File: config.mk
export PLATFORM = sky130hd
export DESIGN_NAME = sbc_top
export DESIGN_NICKNAME = d
export VERILOG_FILES = /design/src/common/sbc_pkg.sv /design/src/design/sbc_top.sv
export SDC_FILE = /design/constraint.sdc
export NUM_CORES = 1
export LEC_CHECK = 0
export BUFFER_PORTS_ARGS = -buffer_cell sky130_fd_sc_hd__buf_4
export CAP_MARGIN = 10
export CELL_PAD_IN_SITES_DETAIL_PLACEMENT = 2
export CELL_PAD_IN_SITES_GLOBAL_PLACEMENT = 2
export CORE_ASPECT_RATIO = 0.7
export CORE_MARGIN = 2
export CORE_UTILIZATION = 25
export CTS_CLUSTER_DIAMETER = 100
export DETAILED_ROUTE_END_ITERATION = 6
export GPL_TIMING_DRIVEN = 0
export PLACE_DENSITY = 0.68
export SYNTH_ARGS = -nofsm -noshare
export SYNTH_HDL_FRONTEND = slang
export SYNTH_SLANG_ARGS = --single-unit
File: constraint.sdc
create_clock -name SYS_CLK_IN -period 4.31 [get_ports SYS_CLK_IN]
set_input_delay 0.862 -clock SYS_CLK_IN [delete_from_list [all_inputs] [get_ports SYS_CLK_IN]]
set_output_delay 0.862 -clock SYS_CLK_IN [all_outputs]
set_load 0.1 [all_outputs]
File: src/common/sbc_pkg.sv
/*
  Constants, state type and helper functions of the two-wire serial bus
  interface control block.
  Assumes a 32-bit AHB-Lite register bus and one gear clock for all logic.
*/
package sbc_pkg;
  timeunit 1ns;
  timeprecision 1ps;
  // ----------------------------------------------------------------------
  // Register indices; byte address is four times the index
  // ----------------------------------------------------------------------
  localparam logic [7:0] IDX_CFG      = 8'h22;
  localparam logic [7:0] IDX_CTRL     = 8'h23;
  localparam logic [7:0] IDX_OWN      = 8'h24;
  localparam logic [7:0] IDX_BUF      = 8'h25;
  localparam logic [7:0] IDX_GATE     = 8'h30;
  localparam logic [7:0] IDX_IRQ_STAT = 8'h31;
  localparam logic [7:0] IDX_IRQ_EN   = 8'h32;
  localparam logic [7:0] IDX_IRQ_CLR  = 8'h33;

  // ----------------------------------------------------------------------
  // Field positions
  // ----------------------------------------------------------------------
  localparam int CFG_BC_LSB  = 5;
  localparam int CFG_ACK     = 4;
  localparam int CFG_NOMATCH = 3;
  localparam int CTL_MST     = 7;
  localparam int CTL_TRX     = 6;
  localparam int CTL_BB      = 5;
  localparam int CTL_PIN     = 4;
  localparam int CTL_MODE    = 3;
  localparam int IRQ_DONE    = 0;
  localparam int IRQ_AL      = 1;
  localparam int IRQ_MATCH   = 2;
  localparam int IRQ_STOP    = 3;

  // ----------------------------------------------------------------------
  // Reset values, codes and counts
  // ----------------------------------------------------------------------
  localparam logic [7:0] CFG_RST    = 8'h00;
  localparam logic [7:0] OWN_RST    = 8'h00;
  localparam logic [7:0] BUF_RST    = 8'h00;
  localparam logic [3:0] IRQ_RST    = 4'h0;
  localparam logic [1:0] SOFT_RESET_CODE_ARM  = 2'h2;
  localparam logic [1:0] SOFT_RESET_CODE_FIRE = 2'h1;
  localparam logic [6:0] GCALL_ADDR = 7'h00;
  localparam logic [3:0] ADDR_BITS  = 4'h8;
  localparam logic [3:0] ADDR_LAST  = 4'h7;
  localparam logic [8:0] LOW_EXTRA  = 9'h003;
  // SCL rise reaches the counter late: two sync stages, zero cycle, output flop
  localparam logic [8:0] HIGH_LAG   = 9'h004;

  typedef enum logic [2:0] {
    ST_IDLE, ST_START, ST_LOW, ST_HIGH, ST_HOLD, ST_STOP_LOW, ST_STOP_HIGH, ST_SLAVE
  } sbc_state_t;

  function automatic logic sbc_hit(input logic [31:0] addr, input logic [7:0] idx);
    sbc_hit = (addr == {22'h0, idx, 2'h0});
  endfunction

  // SCL high period in gear-clock cycles; low period is three more
  function automatic logic [8:0] sbc_high_cycles(input logic [2:0] sel);
    unique case (sel)
      3'h0: sbc_high_cycles = 9'h009;
      3'h1: sbc_high_cycles = 9'h00b;
      3'h2: sbc_high_cycles = 9'h00f;
      3'h3: sbc_high_cycles = 9'h017;
      3'h4: sbc_high_cycles = 9'h027;
      3'h5: sbc_high_cycles = 9'h047;
      3'h6: sbc_high_cycles = 9'h087;
      3'h7: sbc_high_cycles = 9'h107;
    endcase
  endfunction

  function automatic logic [3:0] sbc_data_bits(input logic [2:0] bc);
    sbc_data_bits = (bc == 3'h0) ? ADDR_BITS : {1'b0, bc};
  endfunction
endpackage

File: src/design/sbc_top.sv
/*
  Two-wire serial bus interface control: AHB-Lite registers, master clock
  generation, start/stop generation, slave address match and SCL hold.
  Assumes SCL/SDA are open-drain wires resolved outside, sampled here
  through two flip-flops, and a system power-mode entry pulse on this clock.
*/
// Function
// - Match-disable 0 enables own-address and general-call match in slave mode; 1 disables.
// - Master SCL high m, low n gear cycles from the 3-bit period select.
// - In slave mode the period select sets SCL hold time before release.
// - Soft reset clears config, own address, status except bus busy, and control except mode.
// - Power-mode entry clears config, own address, buffer and control except mode.
// - Start request 1 makes start, 0 makes stop, only with master, transmit, release.
// - Mode select 0 gives port mode pins, 1 gives serial bus mode.
// - With mode select 0 all other control writes are ignored.
// - Soft reset fires only after code 10 then code 01 are written.
// - Reading the control address returns the eight status bits.
// - Gate enable 0 stops the interface clock and discards config, control, own-address and buffer writes.
module sbc_top
  import sbc_pkg::*;
(
  input  wire logic        SYS_CLK_IN,
  input  wire logic        ARST_N_IN,
  input  wire logic        HSEL_IN,
  input  wire logic [31:0] HADDR_IN,
  input  wire logic [1:0]  HTRANS_IN,
  input  wire logic        HWRITE_IN,
  input  wire logic [2:0]  HSIZE_IN,
  input  wire logic [31:0] HWDATA_IN,
  input  wire logic        HREADY_IN,
  output logic      [31:0] HRDATA_OUT,
  output logic             HREADYOUT_OUT,
  output logic             HRESP_OUT,
  input  wire logic        SCL_IN,
  output logic             SCL_OUT,
  output logic             SCL_OE_OUT,
  input  wire logic        SDA_IN,
  output logic             SDA_OUT,
  output logic             SDA_OE_OUT,
  input  wire logic        LOW_POWER_ENTRY_IN,
  output logic             BUS_MODE_OUT,
  output logic             IRQ_OUT
);
  timeunit 1ns;
  timeprecision 1ps;
  // ----------------------------------------------------------------------
  // Declarations
  // ----------------------------------------------------------------------
  sbc_state_t  state;
  logic [31:0] ap_addr;
  logic        ap_wr;
  logic [7:0]  wdata;
  logic        clk_gate;
  logic [7:0]  cfg;
  logic [7:0]  own_addr;
  logic [7:0]  shift_buffer;
  logic        master_select, transmit_select, bb, pin, mode_sel, al, aas, ad0, lrb;
  logic        soft_reset_code_armed;
  logic        addr_phase;
  logic [8:0]  cnt;
  logic [3:0]  bit_cnt;
  logic [3:0]  irq_stat, irq_en, irq_clr, irq_ev;
  logic        ev_done, ev_al, ev_match;
  logic        scl_meta, scl_sync, scl_prev, sda_meta, sda_sync, sda_prev;
  logic        scl_rise, scl_fall, start_det, stop_det;
  logic        wsel_cfg, wsel_ctrl, wsel_own, wsel_buf, wsel_gate, wsel_en, wsel_clr;
  logic        soft_rst, init_regs, do_cmd;
  logic [8:0]  m_cycles, n_cycles;
  logic [3:0]  data_bits, total_bits;
  logic        data_slot, next_sda_oe, next_scl_oe, sda_freeze;
  logic [7:0]  rd_byte;

  assign HREADYOUT_OUT = 1'b1;
  assign HRESP_OUT     = 1'b0;
  assign SCL_OUT       = 1'b0;
  assign SDA_OUT       = 1'b0;
  assign BUS_MODE_OUT  = mode_sel;

  // ----------------------------------------------------------------------
  // AHB-Lite slave: zero wait states, read data registered in address phase
  // ----------------------------------------------------------------------
  always_ff @(posedge SYS_CLK_IN or negedge ARST_N_IN) begin
    if (!ARST_N_IN) begin
      ap_wr      <= 1'b0;
      ap_addr    <= 32'h0;
      HRDATA_OUT <= 32'h0;
    end else if (HREADY_IN) begin
      ap_wr   <= HSEL_IN & HTRANS_IN[1] & HWRITE_IN;
      ap_addr <= HADDR_IN;
      if (HSEL_IN && HTRANS_IN[1] && !HWRITE_IN) begin
        HRDATA_OUT <= {24'h0, rd_byte};
      end
    end
  end

  always_comb begin
    rd_byte = 8'h00;
    if (sbc_hit(HADDR_IN, IDX_CFG))      rd_byte = cfg;
    if (sbc_hit(HADDR_IN, IDX_CTRL))     rd_byte = {master_select, transmit_select, bb, pin, al, aas, ad0, lrb};
    if (sbc_hit(HADDR_IN, IDX_OWN))      rd_byte = own_addr;
    if (sbc_hit(HADDR_IN, IDX_BUF))      rd_byte = shift_buffer;
    if (sbc_hit(HADDR_IN, IDX_GATE))     rd_byte = {7'h00, clk_gate};
    if (sbc_hit(HADDR_IN, IDX_IRQ_STAT)) rd_byte = {4'h0, irq_stat};
    if (sbc_hit(HADDR_IN, IDX_IRQ_EN))   rd_byte = {4'h0, irq_en};
  end

  // Interface writes die while the gate is off
  assign wdata     = HWDATA_IN[7:0];
  assign wsel_gate = ap_wr & sbc_hit(ap_addr, IDX_GATE);
  assign wsel_cfg  = ap_wr & clk_gate & sbc_hit(ap_addr, IDX_CFG);
  assign wsel_ctrl = ap_wr & clk_gate & sbc_hit(ap_addr, IDX_CTRL);
  assign wsel_own  = ap_wr & clk_gate & sbc_hit(ap_addr, IDX_OWN);
  assign wsel_buf  = ap_wr & clk_gate & sbc_hit(ap_addr, IDX_BUF);
  assign wsel_en   = ap_wr & sbc_hit(ap_addr, IDX_IRQ_EN);
  assign wsel_clr  = ap_wr & sbc_hit(ap_addr, IDX_IRQ_CLR);

  assign soft_rst  = wsel_ctrl & mode_sel & soft_reset_code_armed & (wdata[1:0] == SOFT_RESET_CODE_FIRE);
  assign init_regs = soft_rst | LOW_POWER_ENTRY_IN;
  assign do_cmd    = wdata[CTL_MST] & wdata[CTL_TRX] & wdata[CTL_PIN];

  // ----------------------------------------------------------------------
  // Configuration registers
  // ----------------------------------------------------------------------
  always_ff @(posedge SYS_CLK_IN or negedge ARST_N_IN) begin
    if (!ARST_N_IN) begin
      clk_gate <= 1'b0;
    end else if (wsel_gate) begin
      clk_gate <= wdata[0];
    end
  end

  always_ff @(posedge SYS_CLK_IN or negedge ARST_N_IN) begin
    if (!ARST_N_IN) begin
      cfg      <= CFG_RST;
      own_addr <= OWN_RST;
    end else if (init_regs) begin
      cfg      <= CFG_RST;
      own_addr <= OWN_RST;
    end else begin
      if (wsel_cfg) cfg <= wdata;
      if (wsel_own) own_addr <= wdata;
    end
  end

  // ----------------------------------------------------------------------
  // Line synchronisers and bus condition detection
  // ----------------------------------------------------------------------
  always_ff @(posedge SYS_CLK_IN or negedge ARST_N_IN) begin
    if (!ARST_N_IN) begin
      {scl_meta, scl_sync, scl_prev} <= 3'h7;
      {sda_meta, sda_sync, sda_prev} <= 3'h7;
    end else begin
      {scl_meta, scl_sync, scl_prev} <= {SCL_IN, scl_meta, scl_sync};
      {sda_meta, sda_sync, sda_prev} <= {SDA_IN, sda_meta, sda_sync};
    end
  end

  assign scl_rise  = scl_sync & ~scl_prev;
  assign scl_fall  = ~scl_sync & scl_prev;
  assign start_det = scl_sync & scl_prev & sda_prev & ~sda_sync;
  assign stop_det  = scl_sync & scl_prev & ~sda_prev & sda_sync;

  assign m_cycles   = sbc_high_cycles(cfg[2:0]);
  // Load is one short, since the counter also spends a cycle at zero
  assign n_cycles   = m_cycles + LOW_EXTRA - 9'h001;
  assign data_bits  = addr_phase ? ADDR_BITS : sbc_data_bits(cfg[7:CFG_BC_LSB]);
  assign total_bits = data_bits + {3'h0, (addr_phase | cfg[CFG_ACK])};
  assign data_slot  = bit_cnt < data_bits;

  // ----------------------------------------------------------------------
  // Control, status and bit engine
  // ----------------------------------------------------------------------
  always_ff @(posedge SYS_CLK_IN or negedge ARST_N_IN) begin
    if (!ARST_N_IN) begin
      state        <= ST_IDLE;
      cnt          <= 9'h000;
      bit_cnt      <= 4'h0;
      addr_phase   <= 1'b0;
      {master_select, transmit_select, bb, al, aas, ad0, lrb} <= 7'h00;
      pin          <= 1'b1;
      mode_sel     <= 1'b0;
      soft_reset_code_armed  <= 1'b0;
      shift_buffer <= BUF_RST;
      {ev_done, ev_al, ev_match} <= 3'h0;
    end else begin
      {ev_done, ev_al, ev_match} <= 3'h0;
      if (clk_gate) begin
        if (start_det) bb <= 1'b1;
        else if (stop_det) bb <= 1'b0;
        if (wsel_ctrl) begin
          mode_sel <= wdata[CTL_MODE];
          if (mode_sel) begin
            soft_reset_code_armed <= (wdata[1:0] == SOFT_RESET_CODE_ARM);
            master_select <= wdata[CTL_MST];
            transmit_select <= wdata[CTL_TRX];
            if (wdata[CTL_PIN]) pin <= 1'b1;
            if (do_cmd && wdata[CTL_BB] && !bb && state == ST_IDLE) begin
              state <= ST_START;
              cnt   <= m_cycles;
            end else if (do_cmd && !wdata[CTL_BB] && state == ST_HOLD) begin
              state <= ST_STOP_LOW;
              cnt   <= n_cycles;
            end else if (wdata[CTL_PIN] && state == ST_HOLD) begin
              state <= ST_LOW;
              cnt   <= wdata[CTL_MST] ? n_cycles : m_cycles;
            end
          end
          if (!wdata[CTL_MODE]) begin
            {master_select, transmit_select, al, aas, ad0, lrb} <= 6'h00;
            pin   <= 1'b1;
            state <= ST_IDLE;
          end
        end
        // Loading the buffer while held also resumes the transfer
        if (wsel_buf) begin
          shift_buffer <= wdata;
          if (state == ST_HOLD) begin
            pin   <= 1'b1;
            state <= ST_LOW;
            cnt   <= master_select ? n_cycles : m_cycles;
          end
        end
        unique case (state)
          ST_IDLE: begin
            if (start_det && mode_sel && !master_select) begin
              state      <= ST_SLAVE;
              bit_cnt    <= 4'h0;
              addr_phase <= 1'b1;
              {transmit_select, aas, ad0} <= 3'h0;
            end
          end
          ST_START: begin
            if (cnt == 9'h000) begin
              state      <= ST_LOW;
              cnt        <= n_cycles;
              bit_cnt    <= 4'h0;
              addr_phase <= 1'b0;
            end else begin
              cnt <= cnt - 9'h001;
            end
          end
          ST_LOW: begin
            if (cnt == 9'h000) begin
              state <= master_select ? ST_HIGH : ST_SLAVE;
              cnt   <= m_cycles - HIGH_LAG;
            end else begin
              cnt <= cnt - 9'h001;
            end
          end
          ST_HIGH: begin
            if (scl_rise) begin
              if (data_slot) begin
                shift_buffer <= {shift_buffer[6:0], sda_sync};
                if (transmit_select && shift_buffer[7] && !sda_sync) begin
                  al    <= 1'b1;
                  ev_al <= 1'b1;
                  master_select   <= 1'b0;
                  state <= ST_IDLE;
                end
              end else begin
                lrb <= sda_sync;
              end
            end
            // Count starts only once SCL is really high, so stretching is honoured
            if (scl_sync) begin
              if (cnt == 9'h000) begin
                if (bit_cnt == total_bits - 4'h1) begin
                  state   <= ST_HOLD;
                  pin     <= 1'b0;
                  ev_done <= 1'b1;
                  bit_cnt <= 4'h0;
                end else begin
                  state   <= ST_LOW;
                  cnt     <= n_cycles;
                  bit_cnt <= bit_cnt + 4'h1;
                end
              end else begin
                cnt <= cnt - 9'h001;
              end
            end
          end
          ST_HOLD: begin
            if (stop_det && !master_select) state <= ST_IDLE;
          end
          ST_STOP_LOW: begin
            if (cnt == 9'h000) begin
              state <= ST_STOP_HIGH;
              cnt   <= m_cycles;
            end else begin
              cnt <= cnt - 9'h001;
            end
          end
          ST_STOP_HIGH: begin
            if (scl_sync) begin
              if (cnt == 9'h000) begin
                state <= ST_IDLE;
                master_select   <= 1'b0;
                transmit_select   <= 1'b0;
              end else begin
                cnt <= cnt - 9'h001;
              end
            end
          end
          ST_SLAVE: begin
            if (scl_rise) begin
              if (data_slot) shift_buffer <= {shift_buffer[6:0], sda_sync};
              else lrb <= sda_sync;
              if (addr_phase && bit_cnt == ADDR_LAST && !cfg[CFG_NOMATCH]) begin
                if (shift_buffer[6:0] == own_addr[7:1] ||
                    (shift_buffer[6:0] == GCALL_ADDR && !sda_sync)) begin
                  aas      <= 1'b1;
                  ad0      <= (shift_buffer[6:0] == GCALL_ADDR);
                  transmit_select      <= sda_sync;
                  ev_match <= 1'b1;
                end
              end
              bit_cnt <= bit_cnt + 4'h1;
            end
            if (scl_fall && bit_cnt == total_bits) begin
              addr_phase <= 1'b0;
              bit_cnt    <= 4'h0;
              if (addr_phase && !aas) begin
                state <= ST_IDLE;
              end else begin
                state   <= ST_HOLD;
                pin     <= 1'b0;
                ev_done <= 1'b1;
              end
            end
            if (stop_det) state <= ST_IDLE;
          end
        endcase
      end
      if (init_regs) begin
        state       <= ST_IDLE;
        {master_select, transmit_select, al, aas, ad0, lrb} <= 6'h00;
        pin         <= 1'b1;
        soft_reset_code_armed <= 1'b0;
        addr_phase  <= 1'b0;
        if (LOW_POWER_ENTRY_IN) shift_buffer <= BUF_RST;
      end
    end
  end

  // ----------------------------------------------------------------------
  // Line drivers; SDA frozen while SCL is high during every bit, data and acknowledge, and in hold, so no false start or stop
  // ----------------------------------------------------------------------
  always_comb begin
    next_scl_oe = 1'b0;
    next_sda_oe = 1'b0;
    unique case (state)
      ST_START, ST_STOP_HIGH: next_sda_oe = 1'b1;
      ST_STOP_LOW: begin
        next_scl_oe = 1'b1;
        next_sda_oe = 1'b1;
      end
      ST_LOW, ST_HIGH, ST_SLAVE, ST_HOLD: begin
        next_scl_oe = (state == ST_LOW) || (state == ST_HOLD);
        next_sda_oe = data_slot ? (transmit_select & ~shift_buffer[7]) : (~transmit_select & (master_select | aas));
      end
      ST_IDLE: next_sda_oe = 1'b0;
    endcase
  end

  assign sda_freeze = (state == ST_HOLD) ||
                      ((state == ST_HIGH || state == ST_SLAVE) && scl_sync);

  always_ff @(posedge SYS_CLK_IN or negedge ARST_N_IN) begin
    if (!ARST_N_IN) begin
      SCL_OE_OUT <= 1'b0;
      SDA_OE_OUT <= 1'b0;
    end else if (!mode_sel) begin
      SCL_OE_OUT <= 1'b0;
      SDA_OE_OUT <= 1'b0;
    end else begin
      SCL_OE_OUT <= next_scl_oe;
      if (!sda_freeze) SDA_OE_OUT <= next_sda_oe;
    end
  end

  // ----------------------------------------------------------------------
  // Interrupt status, enable and clear; a new event beats its own clear
  // ----------------------------------------------------------------------
  assign irq_ev  = {stop_det & clk_gate & mode_sel, ev_match, ev_al, ev_done};
  assign irq_clr = wsel_clr ? wdata[3:0] : 4'h0;

  always_ff @(posedge SYS_CLK_IN or negedge ARST_N_IN) begin
    if (!ARST_N_IN) begin
      irq_stat <= IRQ_RST;
      irq_en   <= IRQ_RST;
      IRQ_OUT  <= 1'b0;
    end else begin
      irq_stat <= (irq_stat & ~irq_clr) | irq_ev;
      if (wsel_en) irq_en <= wdata[3:0];
      IRQ_OUT  <= |(irq_stat & irq_en);
    end
  end
endmodule

* Word level (Yosys, flattened, before mapping) *
Memory sizes are Yosys's and may differ from the RTL's.
Cells that the tools add are included.

operators by class
  multiplexer cells = 180
  reduce and logical (&&, ||, !) cells = 52
  equality and inequality tests = 36
  bitwise logic cells = 39
  add/sub/neg operators = 7
  magnitude comparators = 1

operators with widths
  kind                                                                 count
  32-bit by 8-bit == test with 1-bit output (second input constant)    14
  9-bit two-way mux                                                    17
  8-bit two-way mux                                                    18
  1-bit two-way mux                                                    96
  3-bit two-way mux                                                    27
  9-bit one-hot mux with 5 select lines                                1
  4-bit two-way mux                                                    10
  1-bit bitwise AND                                                    26
  3-bit one-hot mux with 8 select lines                                1
  1-bit logical AND                                                    19
  9-bit by 1-bit subtractor with 9-bit output (second input constant)  2
  4-bit one-hot mux with 4 select lines                                1
  3-bit == test (second input constant)                                4
  1-bit one-hot mux with 2 select lines                                6
  2-bit nonzero test                                                   6
  9-bit by 2-bit adder with 9-bit output (second input constant)       1
  9-bit zero test                                                      1
  3-bit inequality test (second input constant)                        3
  1-bit one-hot mux with 3 select lines                                3
  9-bit by 3-bit subtractor with 9-bit output (second input constant)  1
  4-bit bitwise AND                                                    2
  4-bit == test                                                        2
  2-bit inequality test (second input constant)                        4
  4-bit nonzero test                                                   2
  other kinds (27)                                                     48

word-level totals
  logic and storage cells = 351
  bits in read-only memories = 64
  bits in registers = 113
  memories kept = 1

memories
  name             depth  width  rd ports  clocked after memory_dff  write ports  RTL line       RTL
  (no name shown)  8      8      1         0                         0            sbc_pkg.sv:63  unique case (sel)

* Depth between registers and ports, before layout *
Gate-level depths: netlist of the first run.

  word-level depth = 19
  mapped depth = 15

* Worst setup path after synthesis of the first run *
Ideal clock, no wire load.

  path type = reg2reg
  from = reg addr_phase
  to = reg cnt[4]
  period minus slack after synthesis = 3.009 ns
  arrival time = 2.869 ns
  buffers on the path = 1
  required time = 4.170 ns
  stages on the path, launching flop included = 15
  slack = 1.301 ns
  cells stage by stage = dfrtp_1 -> buf_6 -> or2_2 -> ha_1 -> ha_1 -> inv_1 -> ha_1 -> xor2_1 -> nand3_1 -> mux2i_1 -> a31oi_2 -> a22oi_1 -> a21boi_1 -> a2111oi_0 -> a211oi_1

on the way
  cells in the longest elaborated chain, start to end = 8
  elaborated cells between the ends (all ways) = 9
  classes of those cells = add/sub (2); eq/ne (1); mux (5); bitwise (1)

ends and longest elaborated chain
  item                                                          RTL line                        RTL
  start: declaration                                            sbc_top.sv:59                   logic addr_phase;
  start signal: assignment                                      sbc_top.sv:178                  addr_phase <= 1'b0;
  start signal: assignment                                      sbc_top.sv:228                  addr_phase <= 1'b1;
  start signal: assignment                                      sbc_top.sv:237                  addr_phase <= 1'b0;
  4-bit two-way mux / 1-bit bitwise OR (equally long branches)  sbc_top.sv:166, sbc_top.sv:167
  4-bit by 1-bit adder with 4-bit output (*)                    sbc_top.sv:167                  assign total_bits = data_bits + {3'h0, (addr_phase | cfg[CFG_ACK])};
  4-bit by 1-bit subtractor with 4-bit output (*)               sbc_top.sv:267                  if (bit_cnt == total_bits - 4'h1) begin
  4-bit == test (*)                                             sbc_top.sv:267
  9-bit two-way mux (*)                                         sbc_top.sv:267
  9-bit two-way mux (*)                                         sbc_top.sv:266                  if (cnt == 9'h000) begin
  9-bit two-way mux (*)                                         sbc_top.sv:265                  if (scl_sync) begin
  9-bit one-hot mux with 5 select lines (*)                     sbc_top.sv:223                  unique case (state)
  end signal: assignment                                        sbc_top.sv:220                  cnt <= master_select ? n_cycles : m_cycles;
  end signal: assignment                                        sbc_top.sv:274                  cnt <= n_cycles;
  end signal: assignment                                        sbc_top.sv:278                  cnt <= cnt - 9'h001;
  end: declaration                                              sbc_top.sv:60                   logic [8:0] cnt;

Mark *: on every way between the ends. The rest lies on a longest branch, timed or not.
A chain may end at the register's enable or synchronous reset.

* Worst setup path after layout of the first run *
  from = reg cfg[7]
  to = reg shift_buffer[3]

on the way
  cells in the longest elaborated chain, start to end = 10

ends and longest elaborated chain
  item                      RTL line                        RTL
  start: declaration        sbc_top.sv:54                   logic [7:0] cfg;
  start signal: assignment  sbc_top.sv:140                  if (wsel_cfg) cfg <= wdata;
  3-bit zero test           sbc_pkg.sv:76                   sbc_data_bits = (bc == 3'h0) ? ADDR_BITS : {1'b0, bc};
  4-bit two-way mux (*)     sbc_pkg.sv:76
  4-bit two-way mux (*)     sbc_top.sv:166                  assign data_bits = addr_phase ? ADDR_BITS : sbc_data_bits(cfg[7:CFG_BC_LSB]);
  4-bit < comparator (*)    sbc_top.sv:168                  assign data_slot = bit_cnt < data_bits;
  8-bit two-way mux (*)     sbc_top.sv:252, sbc_top.sv:306
  8-bit two-way mux (*)     sbc_top.sv:305                  if (scl_rise) begin
  8-bit two-way mux (*)     --
  8-bit two-way mux (*)     sbc_top.sv:187                  if (clk_gate) begin
  8-bit two-way mux         sbc_top.sv:340                  if (LOW_POWER_ENTRY_IN) shift_buffer <= BUF_RST;
  8-bit two-way mux (*)     sbc_top.sv:334                  if (init_regs) begin
  end signal: assignment    sbc_top.sv:216                  shift_buffer <= wdata;
  end signal: assignment    sbc_top.sv:253                  shift_buffer <= {shift_buffer[6:0], sda_sync};
  end signal: assignment    sbc_top.sv:306                  if (data_slot) shift_buffer <= {shift_buffer[6:0], sda_sync};
  end: declaration          sbc_top.sv:56                   logic [7:0] shift_buffer;

Marked as above.

==> results of run 1 <==
==> cells in the mapped netlist, types with 11 or more instances <==
master,n
mux2i_1,20
nand2_1,61
buf_4,28
nor2_1,72
o21ai_0,39
inv_1,24
nand4_1,11
a211oi_1,15
o22ai_1,13
xnor2_1,14
a21oi_1,53
clkbuf_1,32
nor3_1,14
mux2_2,35
nor2b_1,14
nor4_1,20
dfrtp_1,106
nand3_1,23
a22oi_1,21
and3_1,11
==> sequential cells by signal, indices dropped and copies added (netlist names), 3 cells and up <==
signal and cells:
HRDATA_OUT 8, ap_addr 32, state 3, bit_cnt 4, irq_stat 4, shift_buffer 8
cnt 9, cfg 8, own_addr 8, irq_en 4
==> kinds of logic after synthesis <==
family | synth area share [%]
simple gates | 20.5
compound gates | 21.0
flops | 39.1
buf+inv | 6.84
mux | 8.18
xor+xnor | 2.60
fa+ha+maj | 1.72
other cells | 0.103
==> area by class of cell <==
| cell class | instances | area, um2 |
|---|---|---|
| timing repair buffer | 58 | 459 |
| fill | 3275 | 19900 |
| clock inverter | 14 | 158 |
| sequential | 113 | 2840 |
| tap | 378 | 473 |
| buffer | 74 | 407 |
| clock buffer | 18 | 439 |
| multi-input combinational | 624 | 4030 |
| inverter | 24 | 90.1 |
==> routing by layer <==
layer  vias to the layer above  GRT usage [%]  share of wire, %
met5                         -              0                 0
met4                         0           5.46               1.2
met3                        21           3.08               3.9
met2                       137           27.7                41
met1                      3571           30.9                54
li1                       3145              -                 -
==> path summary, 6_finish.rpt <==
path / cells past startpoint / end / slack (ns) / from
worst min-delay path: 1 / own_addr[6] / 0.29 / ARST_N_IN
worst max-delay path: 10 / shift_buffer[3] / 0.55 / cfg[7]
worst max register to register: 10 / shift_buffer[3] / 0.55 / cfg[7]
min in group SYS_CLK_IN: 0 / scl_sync / 0.35 / scl_meta
max in group asynchronous: 2 / sda_sync / 3.22 / ARST_N_IN
worst min register to register: 0 / scl_sync / 0.35 / scl_meta
==> report_power, final <==
group	leakage [uW]	internal, uW	switching (uW)
Sequential	0.00143	1100	27.7
Clock	0.000271	870	576
Combinational	0.00201	89.2	203
==> stage by stage <==
stage / total power (uW) / cell area [um2]
final: 2860 / 8890
after global routing: 2970 / 8890
after CTS: 2900 / 8890
after detailed placement: 1440 / 8300
after global placement: 1430 / 8260
after floorplan: 1330 / 7360
==> results.tsv, run 1 <==
stage	metric	value	unit
global_route	grt_pass1_vias	7230	
worst_setup_path	crit_chain	nor3_1, nor2_1, ha_1, nand3_1, a21oi_1, a211oi_1, nand2_1, nand3_1, o22ai_1, a211oi_1	
timing	tns	0	ns
cells_and_area	final_cell_mix	dfrtp_1 (106), buf_4 (84), nor2_1 (72), nand2_1 (61), a21oi_1 (53)	
hold_path	hold_class	primary input to async pin	
timing	fmax	266	MHz
drt	routed_wl	29200	um
cells_and_area	mostFrequentLayoutCell	dfrtp_1	
power	leakagePower	0.00371	uW
power	p_per_area	322	mW/mm2
synth	ys_seq_area_share	39.1	%
synth	synth_cell_type_count	82	
worst_setup_path	cpPeakStageDelay	0.83	ns
synth	post-synth-top-area-cell	dfrtp_1	
placement	gp_congestion	0.846	
timing	fin_crit_sh	87.2	%
timing	drv_slew	0	
synth	syn_area	0.00726	mm2
placement	numPlacedInstances	1271	
synth	avgSynthCellArea	8.98	um2
cells_and_area	post-route-util	30.9	%
die	die_h	147	um
timing	fin_crit	3.76	ns
clock_network	cts_max_level	4	
placement	place_ws	0.615	ns
timing	setup_violations	0	
timing	rsz0062_at_grt	false	
drt	drtIter0Drc	415	
drt	wl_per_cell	22.4	um
drt	drc	0	
synth	asyncSetResetFlopFracSynth	100	%
clock_network	clk_latency	0.44	ns
timing	holdWs	0.288	ns
synth	ys_top_cells_by_area	dfrtp_1 (37%), mux2_2 (5.4%), nor2_1 (3.7%)	
timing	slew_headroom	24.4	%
cells_and_area	finalNonFillerCells	1303	
synth	syn_inst	809	
timing	fin_skew	0.0103	ns
placement	io_buffers	57	
cells_and_area	antennaDiodeCount	0	
cells_and_area	final_nets	999	
clock_network	cts_buffers	17	
timing	worst_slew_pin_slew	1.13	ns
die	fp.coreArea	0.0288	mm2
global_route	grt_start_max_net_pins	89	
die	die_w	208	um
die	die_area	0.0304	mm2
worst_setup_path	cp_top_family	simple AND/OR/NAND/NOR gates	
clock_network	cts_tree	done	
power	worst_ir_drop_vdd	0.187	mV
global_route	antenna_found_initial	0	
clock_network	cts_root_buf	clkbuf_16	
die	initial_core_util	25.3	%
worst_setup_path	cp_data_required_time	4.65	ns
job	drv_cap	0	
clock_network	clock-sinks	113	
worst_setup_path	crit_type	register to register	
worst_setup_path	endpoint_kind	register	
drt	vias_per_cell	5.28	
placement	dp_hpwl	22200	um
clock_network	cts_resized	0	
global_route	grt_pass1_wl	45600	um
synth	ys_ff_latch	113	
drt	final_antenna_net_count	0	
clock_network	cts_setup_buffers	0	
die	ios	117	
global_route	grt_use_total	19.8	%
die	rows	52	
clock_network	clkTransAtPathRegs	0.06	ns
worst_setup_path	critPathBufInv	0	
timing	timing.final.hold_violations	0	
cells_and_area	syn_to_final_growth	22.5	%
worst_setup_path	cp.arrival	4.10	ns
synth	ys.flop_type	dfrtp_1	
global_route	grt-ovfl-total	0	
drt	num_vias	6874	
clock_network	clockBufferDepth	2	
timing	worst_slack	0.551	ns
clock_network	hold_buffers	0	
drt	dr.pass1.iters	5	
worst_setup_path	worst-path-max-fanout	10	
outcome	status	finished, final reports clean	
synth	synth_edf_count	0	
worst_setup_path	cp-start-kind	register	
synth	synthesis.yosys.warnings	0	
synth	synth_top_area_share	36.5	%
cells_and_area	drive_above_1_share	20.0	%
worst_setup_path	critPathSlowestCell	a211oi_1	
Note: power is estimated with default switching activity, not from simulation.
==> inputs of run 2 (changes only) <==
--- a/config.mk
+++ b/config.mk
@@ -16,6 +16,7 @@
 export DETAILED_ROUTE_END_ITERATION = 6
 export GPL_TIMING_DRIVEN = 0
 export PLACE_DENSITY = 0.68
+export SLEW_MARGIN = 20
 export SYNTH_ARGS = -nofsm -noshare
 export SYNTH_HDL_FRONTEND = slang
 export SYNTH_SLANG_ARGS = --single-unit
==> constraint.sdc (replaced) <==
create_clock -name SYS_CLK_IN -period 4.6 [get_ports SYS_CLK_IN]
set_input_delay 0.92 -clock SYS_CLK_IN [delete_from_list [all_inputs] [get_ports SYS_CLK_IN]]
set_output_delay 0.92 -clock SYS_CLK_IN [all_outputs]
set_load 0.1 [all_outputs]
==> run 2 against run 1 <==
Compared with the run above: clock-buffer cell count unchanged; final area about the same; hold slack better by 0.067 ns; combinational power down 6%; global-route usage down 0.053 points; clock skew up 0.0015 ns; worst setup slack better by 0.31 ns; sequential share of layout area about the same; utilization about the same; critical path type unchanged; critical endpoint unchanged; largest cell class unchanged.
==> results.tsv, run 2 (synthesized netlist as in run 1, its figures left out) <==
stage	metric	value	unit	change
worst_setup_path	r2r_slack	0.86	ns	was 0.55 ns
global_route	grt_pass1_wl	45600	um	about the same
power	p_per_area	304	mW/mm2	was 322 mW/mm2
die	fp.coreArea	0.0288	mm2	unchanged
timing	worst_slew_pin_slew	1.11	ns	was 1.13 ns
global_route	grt_use_total	19.7	%	was 19.8%
worst_setup_path	critPathSlowestCell	a211oi_1		unchanged
global_route	grt_pass1_vias	7285		was 7230
cells_and_area	regMostFlops	ap_addr		unchanged
drt	drtIter0Drc	418		was 415
global_route	antenna_found_initial	0		unchanged
cells_and_area	final_area	0.00890	mm2	was 0.00889 mm2
clock_network	cts_resized	0		unchanged
drt	dr.pass1.iters	5		unchanged
timing	timing.final.hold_violations	0		unchanged
worst_setup_path	worst-path-max-fanout	10		unchanged
die	rows	52		unchanged
drt	wl_per_cell	22.5	um	was 22.4 um
worst_setup_path	endpoint_kind	register		unchanged
clock_network	cts_setup_buffers	0		unchanged
clock_network	cts_root_buf	clkbuf_16		unchanged
timing	fmax	267	MHz	was 266 MHz
cells_and_area	fill_cells	3292		was 3275
placement	placed_area	0.00831	mm2	was 0.00830 mm2
global_route	grt-ovfl-total	0		unchanged
cells_and_area	largest_registers	ap_addr x32, cnt x9		unchanged
clock_network	clockBufferDepth	2		unchanged
clock_network	hold_buffers	0		unchanged
job	drv_cap	0		unchanged
outcome	status	finished, final reports clean		unchanged
cells_and_area	multi_input_area	0.00403	mm2	unchanged
clock_network	cts_buffers	17		unchanged
timing	drv_slew	0		unchanged
hold_path	holdPathStages	0		
cells_and_area	largest_reg_flops	32		unchanged
timing	slew_headroom	25.6	%	was 24.4%
cells_and_area	drive_above_1_share	20.0	%	about the same
drt	final_antenna_net_count	0		unchanged
placement	io_buffers	57		unchanged
power	worst_ir_drop_vdd	0.202	mV	was 0.187 mV
clock_network	clkTransAtPathRegs	0.06	ns	about the same
drt	routed_wl	29400	um	was 29200 um
worst_setup_path	crit_chain	nor3_1, nor2_1, ha_1, nand3_1, a21oi_1, a211oi_1, nand2_1, nand3_1, o22ai_1, a211oi_1		unchanged
placement	gp_congestion	0.846		unchanged
drt	vias_per_cell	5.21		was 5.28
timing	rsz0062_at_grt	false		unchanged
die	die_h	147	um	unchanged
worst_setup_path	critPathBufInv	0		unchanged
die	die_area	0.0304	mm2	unchanged
die	ios	117		unchanged
clock_network	cts_max_level	4		unchanged
clock_network	clk_latency	0.44	ns	about the same
worst_setup_path	cp_data_required_time	4.94	ns	was 4.65 ns
cells_and_area	seq_area	0.00284	mm2	unchanged
timing	setup_violations	0		unchanged
worst_setup_path	crit_cells	10		unchanged
timing	fin_crit_sh	81.3	%	was 87.2%
worst_setup_path	crit_type	register to register		unchanged
clock_network	cts_tree	done		unchanged
cells_and_area	post-route-util	31.0	%	was 30.9%
die	initial_core_util	25.3	%	unchanged
clock_network	clock-sinks	113		unchanged
drt	drc	0		unchanged
drt	num_vias	6799		was 6874
cells_and_area	final_nets	1000		was 999
timing	fin_skew	0.0118	ns	was 0.0103 ns
placement	dp_hpwl	22200	um	about the same
die	die_w	208	um	unchanged
timing	fin_crit	3.74	ns	was 3.76 ns
worst_setup_path	cp_top_family	simple AND/OR/NAND/NOR gates		unchanged
worst_setup_path	cp-start-kind	register		unchanged
timing	tns	0	ns	unchanged
worst_setup_path	cp.arrival	4.08	ns	was 4.10 ns
cells_and_area	mostFrequentLayoutCell	dfrtp_1		unchanged
cells_and_area	syn_to_final_growth	22.6	%	was 22.5%
global_route	grt_start_max_net_pins	61		was 89
worst_setup_path	cpPeakStageDelay	0.82	ns	was 0.83 ns
power	leakagePower	0.00373	uW	was 0.00371 uW
cells_and_area	final_cell_mix	dfrtp_1 (106), buf_4 (85), nor2_1 (72), nand2_1 (61), a21oi_1 (53)		was dfrtp_1 (106), buf_4 (84), nor2_1 (72), nand2_1 (61), a21oi_1 (53)
hold_path	hold_class	register to register		was primary input to async pin
worst_setup_path	reg2regPathDepth	10		unchanged
==> run 2: cell types whose count changed in the layout (fill, tap and decap cells not counted), sizes merged <==
cell,delta
inv,-2
clkinv,+3
clkinvlp,-2
bufinv,+1
diode,+1
buf,+1
==> run 2: worst paths after layout <==
| check | endpoint | startpoint |
|---|---|---|
| min in group asynchronous | own_addr[6] | ARST_N_IN |
| hold / removal | scl_sync | scl_meta |
| setup reg to reg | shift_buffer[3] | cfg[7] |
| max in group asynchronous | scl_sync | ARST_N_IN |
| setup / recovery | shift_buffer[3] | cfg[7] |
| hold reg to reg | scl_sync | scl_meta |
==> run 2: stage by stage <==
stage          total power, uW  instances  setup WS, ns  hold slack [ns]
2_1_floorplan             1240        835          1.59            0.345
3_3_place_gp              1340       1270         0.864            0.346
3_5_place_dp              1350       1272         0.803            0.348
4_1_cts                   2740       1304         0.890            0.356
5_1_grt                   2800       1304         0.536            0.359
6_report                  2710       1305         0.858            0.355
==> run 2: final cells by class <==
cell class	count	area share [%]
multi-input cells	624	45.3
flip-flops and latches	113	31.9
well taps	378	5.31
repair buffers	59	5.24
clock buffers	18	4.82
plain buffers	74	4.57
clock inverters	14	1.87
inverters	24	1.01
diodes	1	0.0281
==> run 2: power breakdown <==
group          switching, uW  total (uW)  internal, uW  leakage, uW
Clock                    530        1380           848     0.000282
Combinational            191         275          83.7      0.00201
Sequential              26.1        1050          1030      0.00143
Total                    748        2710          1960      0.00373
==> run 2: per-layer routing <==
layer / GRT usage, % / vias up / wire, um
met2: 27.5 / 126 / 12000
met1: 30.5 / 3510 / 15800
li1: - / 3139 / -
met3: 4.02 / 24 / 1280
met5: 0 / - / 0
met4: 4.86 / 0 / 279
==> inputs of run 3 (changes only) <==
--- a/config.mk
+++ b/config.mk
@@ -15,7 +15,7 @@
 export CTS_CLUSTER_DIAMETER = 100
 export DETAILED_ROUTE_END_ITERATION = 6
 export GPL_TIMING_DRIVEN = 0
-export PLACE_DENSITY = 0.68
+export PLACE_DENSITY = 0.7
 export SLEW_MARGIN = 20
 export SYNTH_ARGS = -nofsm -noshare
 export SYNTH_HDL_FRONTEND = slang
==> constraint.sdc (replaced) <==
create_clock -name SYS_CLK_IN -period 3.3 [get_ports SYS_CLK_IN]
set_input_delay 0.66 -clock SYS_CLK_IN [delete_from_list [all_inputs] [get_ports SYS_CLK_IN]]
set_output_delay 0.66 -clock SYS_CLK_IN [all_outputs]
set_load 0.1 [all_outputs]
==> run 3 against run 2 <==
Compared with the run above: critical endpoint is now ev_done; non-clock buffer count up 11; die area is the same; final cell count grew 0.61%.
==> results.tsv, run 3 (synthesized netlist as in run 1, its figures left out) <==
stage	metric	value	unit	change
job	drv_cap	0		unchanged
global_route	grt_util_met1	31.4	%	was 30.5%
timing	timing.final.hold_violations	0		unchanged
drt	dr.pass1.iters	5		unchanged
cells_and_area	largest_registers	ap_addr x32, cnt x9		unchanged
worst_setup_path	cp.arrival	3.61	ns	was 4.08 ns
global_route	grt-ovfl-total	0		unchanged
power	worst_ir_drop_vdd	0.306	mV	was 0.202 mV
drt	wl_per_cell	22.9	um	was 22.5 um
timing	fin_crit_sh	97.7	%	was 81.3%
outcome	status	finished, final reports clean		unchanged
global_route	grt_pass1_wl	46300	um	was 45600 um
cells_and_area	regMostFlops	ap_addr		unchanged
cells_and_area	final_nets	1011		was 1000
clock_network	clock-sinks	113		unchanged
timing	drv_slew	0		unchanged
clock_network	cts_buffers	17		unchanged
global_route	top_usage_layer	met1		unchanged
global_route	met3_usage	3.96	%	was 4.02%
power	p_per_area	415	mW/mm2	was 304 mW/mm2
die	fp.coreArea	0.0288	mm2	unchanged
clock_network	cts_max_level	4		unchanged
timing	setup_violations	0		unchanged
drt	final_antenna_net_count	0		unchanged
global_route	grt_start_max_net_pins	75		was 61
drt	num_vias	6924		was 6799
cells_and_area	final_cell_mix	dfrtp_1 (106), buf_4 (91), nor2_1 (71), nand2_1 (60), a21oi_1 (53)		was dfrtp_1 (106), buf_4 (85), nor2_1 (72), nand2_1 (61), a21oi_1 (53)
worst_setup_path	cp-start-kind	register		unchanged
cells_and_area	mostFrequentLayoutCell	dfrtp_1		unchanged
timing	slew_headroom	24.8	%	was 25.6%
cells_and_area	drive_above_1_share	23.2	%	was 20.0%
worst_setup_path	endpoint_kind	register		unchanged
placement	numPlacedInstances	1272		unchanged
clock_network	cts_root_buf	clkbuf_16		unchanged
placement	gp_congestion	0.850		was 0.846
placement	dp_hpwl	22100	um	was 22200 um
clock_network	clk_latency	0.44	ns	about the same
placement	io_buffers	57		unchanged
timing	worst_slew_pin_slew	1.12	ns	was 1.11 ns
cells_and_area	fill_cells	3245		was 3292
cells_and_area	post-route-util	32.0	%	was 31.0%
drt	routed_wl	30100	um	was 29400 um
cells_and_area	finalNonFillerCells	1313		was 1305
clock_network	clockBufferDepth	2		unchanged
cells_and_area	syn_to_final_growth	26.8	%	was 22.6%
cells_and_area	seq_area	0.00284	mm2	unchanged
global_route	antenna_found_initial	0		unchanged
die	initial_core_util	25.3	%	unchanged
die	die_h	147	um	unchanged
die	ios	117		unchanged
drt	drtIter0Drc	368		was 418
die	die_w	208	um	unchanged
global_route	grt_use_total	20.0	%	was 19.7%
global_route	grt_pass1_vias	7323		was 7285
worst_setup_path	worst-path-max-fanout	7		was 10
clock_network	clkTransAtPathRegs	0.06	ns	about the same
die	rows	52		unchanged
cells_and_area	antennaDiodeCount	0		was 1
drt	vias_per_cell	5.27		was 5.21
timing	fin_crit	3.22	ns	was 3.74 ns
die	die_area	0.0304	mm2	unchanged
worst_setup_path	startpoint	addr_phase		was cfg[7]
clock_network	cts_tree	done		unchanged
power	leakagePower	0.00383	uW	was 0.00373 uW
timing	fin_skew	0.00876	ns	was 0.0118 ns
timing	fmax	310	MHz	was 267 MHz
power	total_power	3830	uW	was 2710 uW
hold_path	hold_class	primary input to async pin		was register to register
worst_setup_path	r2r-start	addr_phase		was cfg[7]
cells_and_area	largest_reg_flops	32		unchanged
global_route	use_met2	27.7	%	was 27.5%
worst_setup_path	cp_data_required_time	3.68	ns	was 4.94 ns
worst_setup_path	crit_type	register to register		unchanged
drt	drc	0		unchanged
cells_and_area	multi_input_area	0.00420	mm2	was 0.00403 mm2
[run 3: cell count changes in the layout (fill, tap and decap cells not counted), sizes merged]
cell      previous run  this run
clkinv               7         4
buf                101       112
diode                1         0
clkinvlp             4         1
inv                 24        25
clkbuf              50        53
[run 3: final timing paths]
kind / cells past startpoint / end / slack, ns
min: 1 / HRDATA_OUT[4] / 0.15
min in group SYS_CLK_IN: 1 / scl_meta / 0.33
max in group asynchronous: 2 / sda_meta / 2.37
max: 15 / ev_done / 0.08
max reg2reg: 15 / ev_done / 0.08
min reg2reg: 0 / scl_sync / 0.35
[run 3: report_power, final]
part | switching, uW | internal, uW | total (uW)
clock | 715 | 1260 | 1970
combinational | 267 | 117 | 384
sequential | 37.8 | 1430 | 1470
[run 3: final cells by class]
cell class                      instances  share of cell area (%)
Tap cell                              378                    5.14
Inverter                               24                   0.978
Clock inverter                          9                    1.41
Timing Repair Buffer                   70                    6.36
Sequential cell                       113                    30.8
Clock buffer                           21                    5.22
Multi-Input combinational cell        624                    45.6
Buffer                                 74                    4.46
[run 3: per-stage QoR]
step	setup TNS, ns	setup WS (ns)	hold slack, ns	cell area, um2
2_1_floorplan	0	0.291	0.345	7360
3_3_place_gp	-3.08	-0.266	0.346	8260
3_5_place_dp	-4.27	-0.319	0.348	8310
4_1_cts	-0.133	-0.0636	0.149	9000
5_1_grt	-0.316	-0.0535	0.158	9210
6_report	0	0.0766	0.150	9210
[run 3: layer usage]
metal / vias up / wire [um]
met3: 19 / 1670
met2: 160 / 12600
li1: 3160 / -
met1: 3585 / 15600
met4: 0 / 264
met5: - / 0
[run 3: repair_timing]
| action | 4_1_cts | 5_1_grt |
|---|---|---|
| pin swaps | 4 | 12 |
| hold buffers | 0 | 0 |
| resized for setup | 14 | 26 |
| setup buffers | 3 | 8 |
| setup endpoints to repair | 31 | 44 |
[run 3: worst max-delay path, stage by stage (launching register included)]
cell and delay [ns]:
dfrtp_1 0.38, buf_6 0.14, or2_4 0.24, ha_4 0.17
ha_4 0.28, inv_2 0.04, ha_4 0.26, xor2_2 0.17
nand3b_1 0.15, mux2i_4 0.24, buf_6 0.13, nand3_4 0.09
or3_4 0.41, buf_6 0.13, a21boi_4 0.20, buf_6 0.13
